**src/include/scusm_pkg.sv**
```systemverilog
// Constants and types for the serial comms block (UART RX/TX, SPI master).
// Assumes a single clock domain; bit clock arrives as a plain input.
package scusm_pkg;

  // ****************************************************************
  // Function select
  // ****************************************************************
  localparam logic [1:0] FN_RX = 2'h0;
  localparam logic [1:0] FN_TX = 2'h1;
  localparam logic [1:0] FN_SPI = 2'h2;

  // ****************************************************************
  // Status bit positions and reset values
  // ****************************************************************
  localparam int ST_TXE = 0;
  localparam int ST_DONE = 1;
  localparam int ST_RXF = 2;
  localparam int ST_PE = 3;
  localparam int ST_FE = 4;
  localparam int ST_OVR = 5;
  localparam logic [7:0] STATUS_RESET = 8'h01;
  localparam logic [7:0] STATUS_KEEP = 8'h05;
  localparam logic [7:0] BYTE_RESET = 8'h00;

  // ****************************************************************
  // Timing counts, in bit clock ticks or data bits
  // ****************************************************************
  localparam logic [2:0] OVERSAMPLE_LAST = 3'h7;
  localparam logic [2:0] MID_SAMPLE = 3'h3;
  localparam logic [3:0] DATA_BIT_LAST = 4'h7;
  localparam logic [3:0] SPI_EDGE_LAST = 4'hF;

  // ****************************************************************
  // Engine states, Gray coded along the frame
  // ****************************************************************
  typedef enum logic [2:0] {
    ST_IDLE = 3'h0,
    ST_START = 3'h1,
    ST_DATA = 3'h3,
    ST_PARITY = 3'h2,
    ST_STOP = 3'h6
  } scusm_state_t;

endpackage

```
**src/verilog/scusm_top.sv**
```systemverilog
// Serial comms block: UART receiver, UART transmitter or SPI master.
// Assumes the selected bit clock is a slow input sampled on i_clk, and
// that CPU strobes are one-cycle pulses on i_clk.

// What this block does
// - Receiver interrupt while receive holding byte is unread, if enabled.
// - Status read clears all bits but receive-full and holding-empty; data read clears receive-full.
// - Receive interrupt stays until holding byte read; no extra interrupts.
// - Missing stop bit flags framing error; low may start next frame.
// - Transmitter sends eight-bit words only, never chained.
// - Empty shifter plus waiting byte: load, send start, data, parity if enabled, stop.
// - Holding register accepts next byte once shifter loaded.
// - Parity enable, parity type and transmit-complete status provided.
// - Transmit bit time is eight ticks of selected clock.
// - Transmit mode ignores the data input entirely.
// - Transmit interrupt on holding-empty, or on complete when selected.
// - Holding-empty interrupts only after a first byte is written.
// - Status read clears all but holding-empty and receive-full; byte write clears holding-empty.
// - Interrupt service alone clears nothing; set status suppresses more.
// - SPI master: full-duplex eight bits, clock made here, four modes.
// - SPI write while idle starts a transfer.
// - One bit out per bit in; after eight, swap bytes together.
// - Serial clock is selected clock divided by two, half duty.
// - Only data out and serial clock driven; no slave select.
// - SPI interrupt on holding-empty, or on transfer-complete when selected.
// - SPI status read clears all but holding-empty and receive-full.
// - SPI status cleared by read or write only; set status suppresses.
// - Receiver strips start and stop bits, checks configurable parity.
// - Receiver samples input with clock at eight times bit rate.
// - Receiver shifts bits in, then moves byte to holding register.
module scusm_top (
  input wire logic i_clk,
  input wire logic i_reset,
  input wire logic i_enable,
  input wire logic [1:0] i_func,
  input wire logic i_parity_en,
  input wire logic i_parity_odd,
  input wire logic i_int_en,
  input wire logic i_int_sel,
  input wire logic [1:0] i_spi_mode,
  input wire logic i_bit_clk,
  input wire logic i_rx_serial,
  input wire logic i_miso,
  input wire logic i_tx_write,
  input wire logic [7:0] i_tx_data,
  input wire logic i_rx_read,
  input wire logic i_status_read,
  output logic [7:0] o_rx_data,
  output logic [7:0] o_status,
  output logic o_irq,
  output logic o_serial_out,
  output logic o_sclk
);
  import scusm_pkg::*;

  // ****************************************************************
  // State
  // ****************************************************************
  typedef struct packed {
    scusm_state_t st;
    logic [2:0] sub;
    logic [3:0] cnt;
    logic [7:0] shift;
    logic [7:0] tx_hold;
    logic tx_full;
    logic [7:0] rx_hold;
    logic [7:0] status;
    logic armed;
    logic rbit;
    logic ser;
    logic sclk;
    logic irq;
    logic ck1;
    logic ck2;
    logic ck_prev;
    logic rx1;
    logic rx2;
    logic mi1;
    logic mi2;
  } scusm_regs_t;

  scusm_regs_t q;
  scusm_regs_t next_q;
  logic tick;
  logic cpol;
  logic cpha;
  logic [7:0] set;
  logic [7:0] spi_byte;
  logic load_ok;
  logic irq_src;

  assign cpol = i_spi_mode[1];
  assign cpha = i_spi_mode[0];

  // ****************************************************************
  // Next state
  // ****************************************************************
  always_comb begin
    next_q = q;
    set = 8'h00;
    spi_byte = {q.shift[6:0], (cpha ? q.mi2 : q.rbit)};
    tick = q.ck2 & ~q.ck_prev;
    // A write in the same cycle wins the holding register; load waits
    load_ok = q.tx_full & ~i_tx_write;
    next_q.ck1 = i_bit_clk;
    next_q.ck2 = q.ck1;
    next_q.ck_prev = q.ck2;
    next_q.rx1 = i_rx_serial;
    next_q.rx2 = q.rx1;
    next_q.mi1 = i_miso;
    next_q.mi2 = q.mi1;

    if (!i_enable) begin
      next_q.st = ST_IDLE;
      next_q.ser = (i_func != FN_SPI);
      next_q.sclk = (i_func == FN_SPI) ? cpol : 1'b0;
    end else begin
      case (i_func)
        FN_TX: begin
          // Receive input unused here
          next_q.sclk = 1'b0;
          case (q.st)
            ST_IDLE: begin
              next_q.ser = 1'b1;
              if (load_ok) begin
                next_q.shift = q.tx_hold;
                next_q.tx_full = 1'b0;
                set[ST_TXE] = 1'b1;
                next_q.rbit = (^q.tx_hold) ^ i_parity_odd;
                next_q.st = ST_START;
                next_q.sub = 3'h0;
                next_q.ser = 1'b0;
              end
            end
            default: begin
              if (tick) begin
                next_q.sub = q.sub + 3'h1;
                if (q.sub == OVERSAMPLE_LAST) begin
                  case (q.st)
                    ST_START: begin
                      next_q.st = ST_DATA;
                      next_q.cnt = 4'h0;
                      next_q.ser = q.shift[0];
                    end
                    ST_DATA: begin
                      if (q.cnt == DATA_BIT_LAST) begin
                        next_q.st = i_parity_en ? ST_PARITY : ST_STOP;
                        next_q.ser = i_parity_en ? q.rbit : 1'b1;
                      end else begin
                        next_q.cnt = q.cnt + 4'h1;
                        next_q.shift = {1'b0, q.shift[7:1]};
                        next_q.ser = q.shift[1];
                      end
                    end
                    ST_PARITY: begin
                      next_q.st = ST_STOP;
                      next_q.ser = 1'b1;
                    end
                    default: begin
                      next_q.st = ST_IDLE;
                      set[ST_DONE] = 1'b1;
                    end
                  endcase
                end
              end
            end
          endcase
        end
        FN_SPI: begin
          case (q.st)
            ST_DATA: begin
              if (tick) begin
                next_q.sclk = ~q.sclk;
                next_q.cnt = q.cnt + 4'h1;
                if (q.cnt[0] == cpha) begin
                  next_q.rbit = q.mi2;
                end else begin
                  if (q.cnt != 4'h0 || !cpha) begin
                    next_q.shift = {q.shift[6:0], q.rbit};
                  end
                  next_q.ser = (cpha && q.cnt == 4'h0) ? q.shift[7] :
                    q.shift[6];
                end
                if (q.cnt == SPI_EDGE_LAST) begin
                  next_q.rx_hold = spi_byte;
                  set[ST_RXF] = 1'b1;
                  set[ST_DONE] = 1'b1;
                  set[ST_OVR] = q.status[ST_RXF];
                  next_q.st = ST_IDLE;
                  if (load_ok) begin
                    next_q.shift = q.tx_hold;
                    next_q.tx_full = 1'b0;
                    set[ST_TXE] = 1'b1;
                    next_q.st = ST_DATA;
                    next_q.cnt = 4'h0;
                    next_q.ser = cpha ? q.ser : q.tx_hold[7];
                  end
                end
              end
            end
            default: begin
              next_q.st = ST_IDLE;
              next_q.sclk = cpol;
              if (load_ok) begin
                next_q.shift = q.tx_hold;
                next_q.tx_full = 1'b0;
                set[ST_TXE] = 1'b1;
                next_q.st = ST_DATA;
                next_q.cnt = 4'h0;
                next_q.ser = cpha ? q.ser : q.tx_hold[7];
              end
            end
          endcase
        end
        default: begin
          next_q.sclk = 1'b0;
          next_q.ser = 1'b1;
          case (q.st)
            ST_IDLE: begin
              if (!q.rx2) begin
                next_q.st = ST_START;
                next_q.sub = 3'h0;
              end
            end
            default: begin
              if (tick) begin
                next_q.sub = q.sub + 3'h1;
                if (q.sub == MID_SAMPLE) begin
                  case (q.st)
                    ST_START: begin
                      // Glitch shorter than half a bit is dropped
                      next_q.st = q.rx2 ? ST_IDLE : ST_DATA;
                      next_q.cnt = 4'h0;
                    end
                    ST_DATA: begin
                      next_q.shift = {q.rx2, q.shift[7:1]};
                      next_q.cnt = q.cnt + 4'h1;
                      if (q.cnt == DATA_BIT_LAST) begin
                        next_q.st = i_parity_en ? ST_PARITY : ST_STOP;
                      end
                    end
                    ST_PARITY: begin
                      set[ST_PE] = q.rx2 ^ (^q.shift) ^ i_parity_odd;
                      next_q.st = ST_STOP;
                    end
                    default: begin
                      set[ST_FE] = ~q.rx2;
                      next_q.rx_hold = q.shift;
                      set[ST_RXF] = 1'b1;
                      set[ST_OVR] = q.status[ST_RXF];
                      next_q.st = ST_IDLE;
                    end
                  endcase
                end
              end
            end
          endcase
        end
      endcase
    end

    // CPU side; hardware sets beat clears in the same cycle
    if (i_status_read) begin
      next_q.status = q.status & STATUS_KEEP;
    end
    if (i_rx_read) begin
      next_q.status[ST_RXF] = 1'b0;
    end
    if (i_tx_write) begin
      next_q.tx_hold = i_tx_data;
      next_q.tx_full = 1'b1;
      next_q.status[ST_TXE] = 1'b0;
      next_q.armed = 1'b1;
    end
    next_q.status = next_q.status | set;

    // Level interrupt: held while source status stays set
    if (i_func == FN_RX) begin
      irq_src = next_q.status[ST_RXF];
    end else if (i_int_sel) begin
      irq_src = next_q.status[ST_DONE];
    end else begin
      irq_src = next_q.status[ST_TXE] & next_q.armed;
    end
    next_q.irq = i_enable & i_int_en & irq_src;
  end

  // ****************************************************************
  // Registers
  // ****************************************************************
  always_ff @(posedge i_clk) begin
    if (i_reset) begin
      q <= '{st: ST_IDLE, sub: 3'h0, cnt: 4'h0, shift: BYTE_RESET,
        tx_hold: BYTE_RESET, tx_full: 1'b0, rx_hold: BYTE_RESET,
        status: STATUS_RESET, armed: 1'b0, rbit: 1'b0, ser: 1'b1,
        sclk: 1'b0, irq: 1'b0, ck1: 1'b0, ck2: 1'b0, ck_prev: 1'b0,
        rx1: 1'b1, rx2: 1'b1, mi1: 1'b0, mi2: 1'b0};
    end else begin
      q <= next_q;
    end
  end

  // Of the serial lines, only data out and clock leave the block
  assign o_rx_data = q.rx_hold;
  assign o_status = q.status;
  assign o_irq = q.irq;
  assign o_serial_out = q.ser;
  assign o_sclk = q.sclk;
endmodule

```
**config.mk**
```make
export PLATFORM = sky130hd
export DESIGN_NAME = scusm_top
export DESIGN_NICKNAME = d
export VERILOG_FILES = /design/src/include/scusm_pkg.sv /design/src/verilog/scusm_top.sv
export SDC_FILE = /design/constraint.sdc
export NUM_CORES = 1
export LEC_CHECK = 0
export BUFFER_PORTS_ARGS = -buffer_cell sky130_fd_sc_hd__buf_2
export CAP_MARGIN = 0
export CORE_ASPECT_RATIO = 1.5
export CORE_UTILIZATION = 58
export CTS_CLUSTER_DIAMETER = 50
export DETAILED_ROUTE_END_ITERATION = 6
export HOLD_SLACK_MARGIN = 0.02
export PLACE_DENSITY = 0.79
export SETUP_SLACK_MARGIN = 0.4
export SLEW_MARGIN = 20
export SYNTH_ARGS = -nofsm -noshare
export SYNTH_HDL_FRONTEND = slang
export SYNTH_SLANG_ARGS = --single-unit
export TNS_END_PERCENT = 50
```
**constraint.sdc**
```tcl
create_clock -name i_clk -period 3.05 [get_ports i_clk]
set_clock_uncertainty 0.1 [all_clocks]
set_input_delay 0.1525 -clock i_clk [delete_from_list [all_inputs] [get_ports i_clk]]
set_output_delay 0.1525 -clock i_clk [all_outputs]
set_load 0.01 [all_outputs]
```
==> impl_metrics.json <==
{
  "syn2layout_area_growth_pct": 10.6,
  "start_util": 0.609,
  "die_y_um": 95.4,
  "grt_first_pass_wirelength_um": 13800,
  "crit_path_max_incr_delay_ns": 0.50,
  "ioPinCount": 44,
  "p_total_mw": 1.44,
  "vias_per_cell": 5.96,
  "path_clk_slew_ns": 0.10,
  "dpl.hpwl_um": 6090,
  "nNetsFinal": 468,
  "finalSetupViolCount": 0,
  "crit_chain": "ha_1 > and3_1 > nand2_1 > nand2b_2 > o2111ai_1 > or3b_1 > a311o_1",
  "layout-drive-gt1-share": 0.183,
  "syn_inst": 412,
  "vdd_ir_drop_max_v": 0.000315,
  "drtIter0Drc": 170,
  "fin_setup_tns_ns": 0,
  "crit_type": "reg -> reg",
  "cp_slowest_cell": "dfxtp_1",
  "maxCapViolCount": 0,
  "worstHoldPathType": "in -> reg",
  "clk_path_buf_depth": 2,
  "die_x_um": 64.2,
  "rr_worst_depth": 7,
  "grt.overflow.total": 0,
  "ys_seq_elements": 53,
  "htreeDepth": 2,
  "core_um2": 5530,
  "outcome": "finished clean",
  "worst_pin_slew_ns": 0.868,
  "gp_congestion": 0.945,
  "cts-root-buf": "clkbuf_8",
  "pre_cts_ws_ns": 0.448,
  "portBuffers": 41,
  "reg2reg_setup_slack_ns": 0.52,
  "yosysWarnings": 0,
  "vias": 3014,
  "cp_max_fo": 9,
  "clock_latency_ns": 0.31,
  "period_needed_ns": 2.53,
  "power.leakage_nw": 1.49,
  "hold_ws_ns": 0.0357,
  "num_rows": 33,
  "rr_endpoint": "o_serial_out",
  "worstPathRequired_ns": 3.15,
  "drtPass1Iterations": 7,
  "numCtsBuffers": 5,
  "synth_edf_count": 0,
  "seq_area_frac_synth": 0.315,
  "syn_area_um2": 3370,
  "cts_tree": "done",
  "period_share": 0.829,
  "max-slew-margin-rel": 0.421,
  "n_antenna_cell": 0,
  "synth.avg_cell_area_um2": 8.18,
  "finalHoldViolCount": 0,
  "crit_arrival_ns": 2.63,
  "grt_pass1_vias": 2933,
  "fmax_ghz": 0.396,
  "grt_util_all_layers": 0.295,
  "synth_cell_types": 63,
  "die_area_um2": 6130,
  "async_flop_share": 0,
  "clkSinkCount": 53,
  "critPathLaunchType": "register",
  "drc": 0,
  "critPathLaunch": "q[45]",
  "rsz0062_at_grt": "no",
  "endpoint_kind": "register",
  "synth_ff_type": "dfxtp_1",
  "setup_ws_ns": 0.522,
  "p_per_area_nw_per_um2": 387,
  "grt_max_degree": 46,
  "wl_per_cell_um": 16.9,
  "wirelength_um": 8530,
  "antenna_left": 0,
  "critPathCapture": "o_serial_out",
  "antenna_found_initial": 0,
  "worstReg2RegStart": "q[45]",
  "maxSlewViolCount": 0
}
-- cells in the mapped netlist, types with 2 or more instances --
library cell	instances	area [um^2]
buf_2	3	15.0
o21bai_1	3	22.5
o21ai_0	13	65.1
mux2i_1	30	300
nand3b_1	2	15.0
or3_1	3	18.8
nand2_1	28	105
o21a_1	2	15.0
xnor2_1	15	131
xor2_1	3	26.3
inv_1	15	56.3
nand2b_1	8	50.1
o31ai_1	3	22.5
nor3_1	4	20.0
a221oi_1	2	17.5
ha_1	8	100
mux2_2	2	22.5
o2bb2ai_1	3	26.3
dfxtp_1	53	1060
clkbuf_1	17	63.8
nor2_1	50	188
o2111ai_1	8	70.1
nand3_1	10	50.1
nor4_1	3	18.8
a31o_2	2	17.5
nor2b_1	14	87.6
a31oi_1	4	25.0
or4_1	3	22.5
buf_4	18	135
or3b_1	2	17.5
a32o_1	7	70.1
buf_1	7	26.3
or2_2	9	56.3
a21oi_1	29	145
-- state kept, by name (all words and copies together), names as in the netlist --
name and count:
o_rx_data 8, o_serial_out 1, o_sclk 1, q 32
o_status 6, o_irq 1, next_q 4
-- per-stage QoR --
step	cells	area [um^2]	utilization
floorplan	413	3370	-
global placement	486	3480	0.629
detailed placement	486	3480	0.629
CTS	506	3710	0.671
global route	506	3730	0.674
finish	506	3730	0.674
-- worst max-delay path, delay by kind of cell (launching register included) --
kind                       cells  cell delay [ns]
DFF                            1             0.50
adders and majority gates      1             0.29
AOI/OAI and AO/OA              2             0.47
and+or+nand+nor                4             1.08
-- cells by family after synthesis --
family,share of synthesized area
buffers and inverters,0.0880
other,0.00111
adder cells (fa/ha/maj),0.0297
AO/OA/AOI/OAI,0.193
AND/OR/NAND/NOR,0.227
flip-flops,0.315
multiplexers,0.0999
XOR/XNOR,0.0468
-- area by class of cell --
type / instances / area, um^2
repair buffers: 60 / 378
inverters: 15 / 56.3
clock buffers: 6 / 72.6
well taps: 70 / 87.6
multi-input cells: 300 / 2030
flip-flops and latches: 53 / 1060
clock inverters: 2 / 38.8
fillers: 486 / 1800
-- power by group --
group | switching, mW | total, mW | internal (mW) | leakage, nW
Combinational | 0.126 | 0.230 | 0.104 | 1.00
Sequential | 0.0194 | 0.729 | 0.709 | 0.431
Clock | 0.238 | 0.485 | 0.247 | 0.0554
-- layer usage --
layer / track usage / vias to the layer above / part of all wire
met2: 0.562 / 97 / 0.55
met3: 0.0443 / 21 / 0.042
met4: 0.165 / 0 / 0.027
met5: 0 / - / 0
li1: - / 1479 / -
met1: 0.302 / 1417 / 0.38
-- worst min path at each step --
stage                 start   endpoint  slack, ns  cells after the start
3_3_place_gp    i_rx_serial  next_q[2]       0.24                      2
6_report       i_tx_data[3]      q[32]       0.04                      3
5_1_grt        i_tx_data[3]      q[32]       0.04                      3
4_1_cts        i_tx_data[3]      q[32]       0.03                      3
3_5_place_dp    i_rx_serial  next_q[2]       0.24                      2
2_1_floorplan   i_rx_serial  next_q[2]       0.16                      1
-- cell usage in the layout (no fill, tap or decap), drive strengths merged, types with 12 or more instances in the layout --
cell type,count
buf,48
nor2b,14
mux2i,31
o21ai,14
inv,15
a21oi,30
dfxtp,53
xnor2,15
nor2,51
dlygate4sd3,12
nand2,28
-- timing repair --
item,CTS,global route
endpoints found under the hold margin,11,0
buffers inserted,0,0
setup endpoints to repair,0,9
resized for setup,0,3
hold buffers,12,0
(Power assumes the default switching activity.)
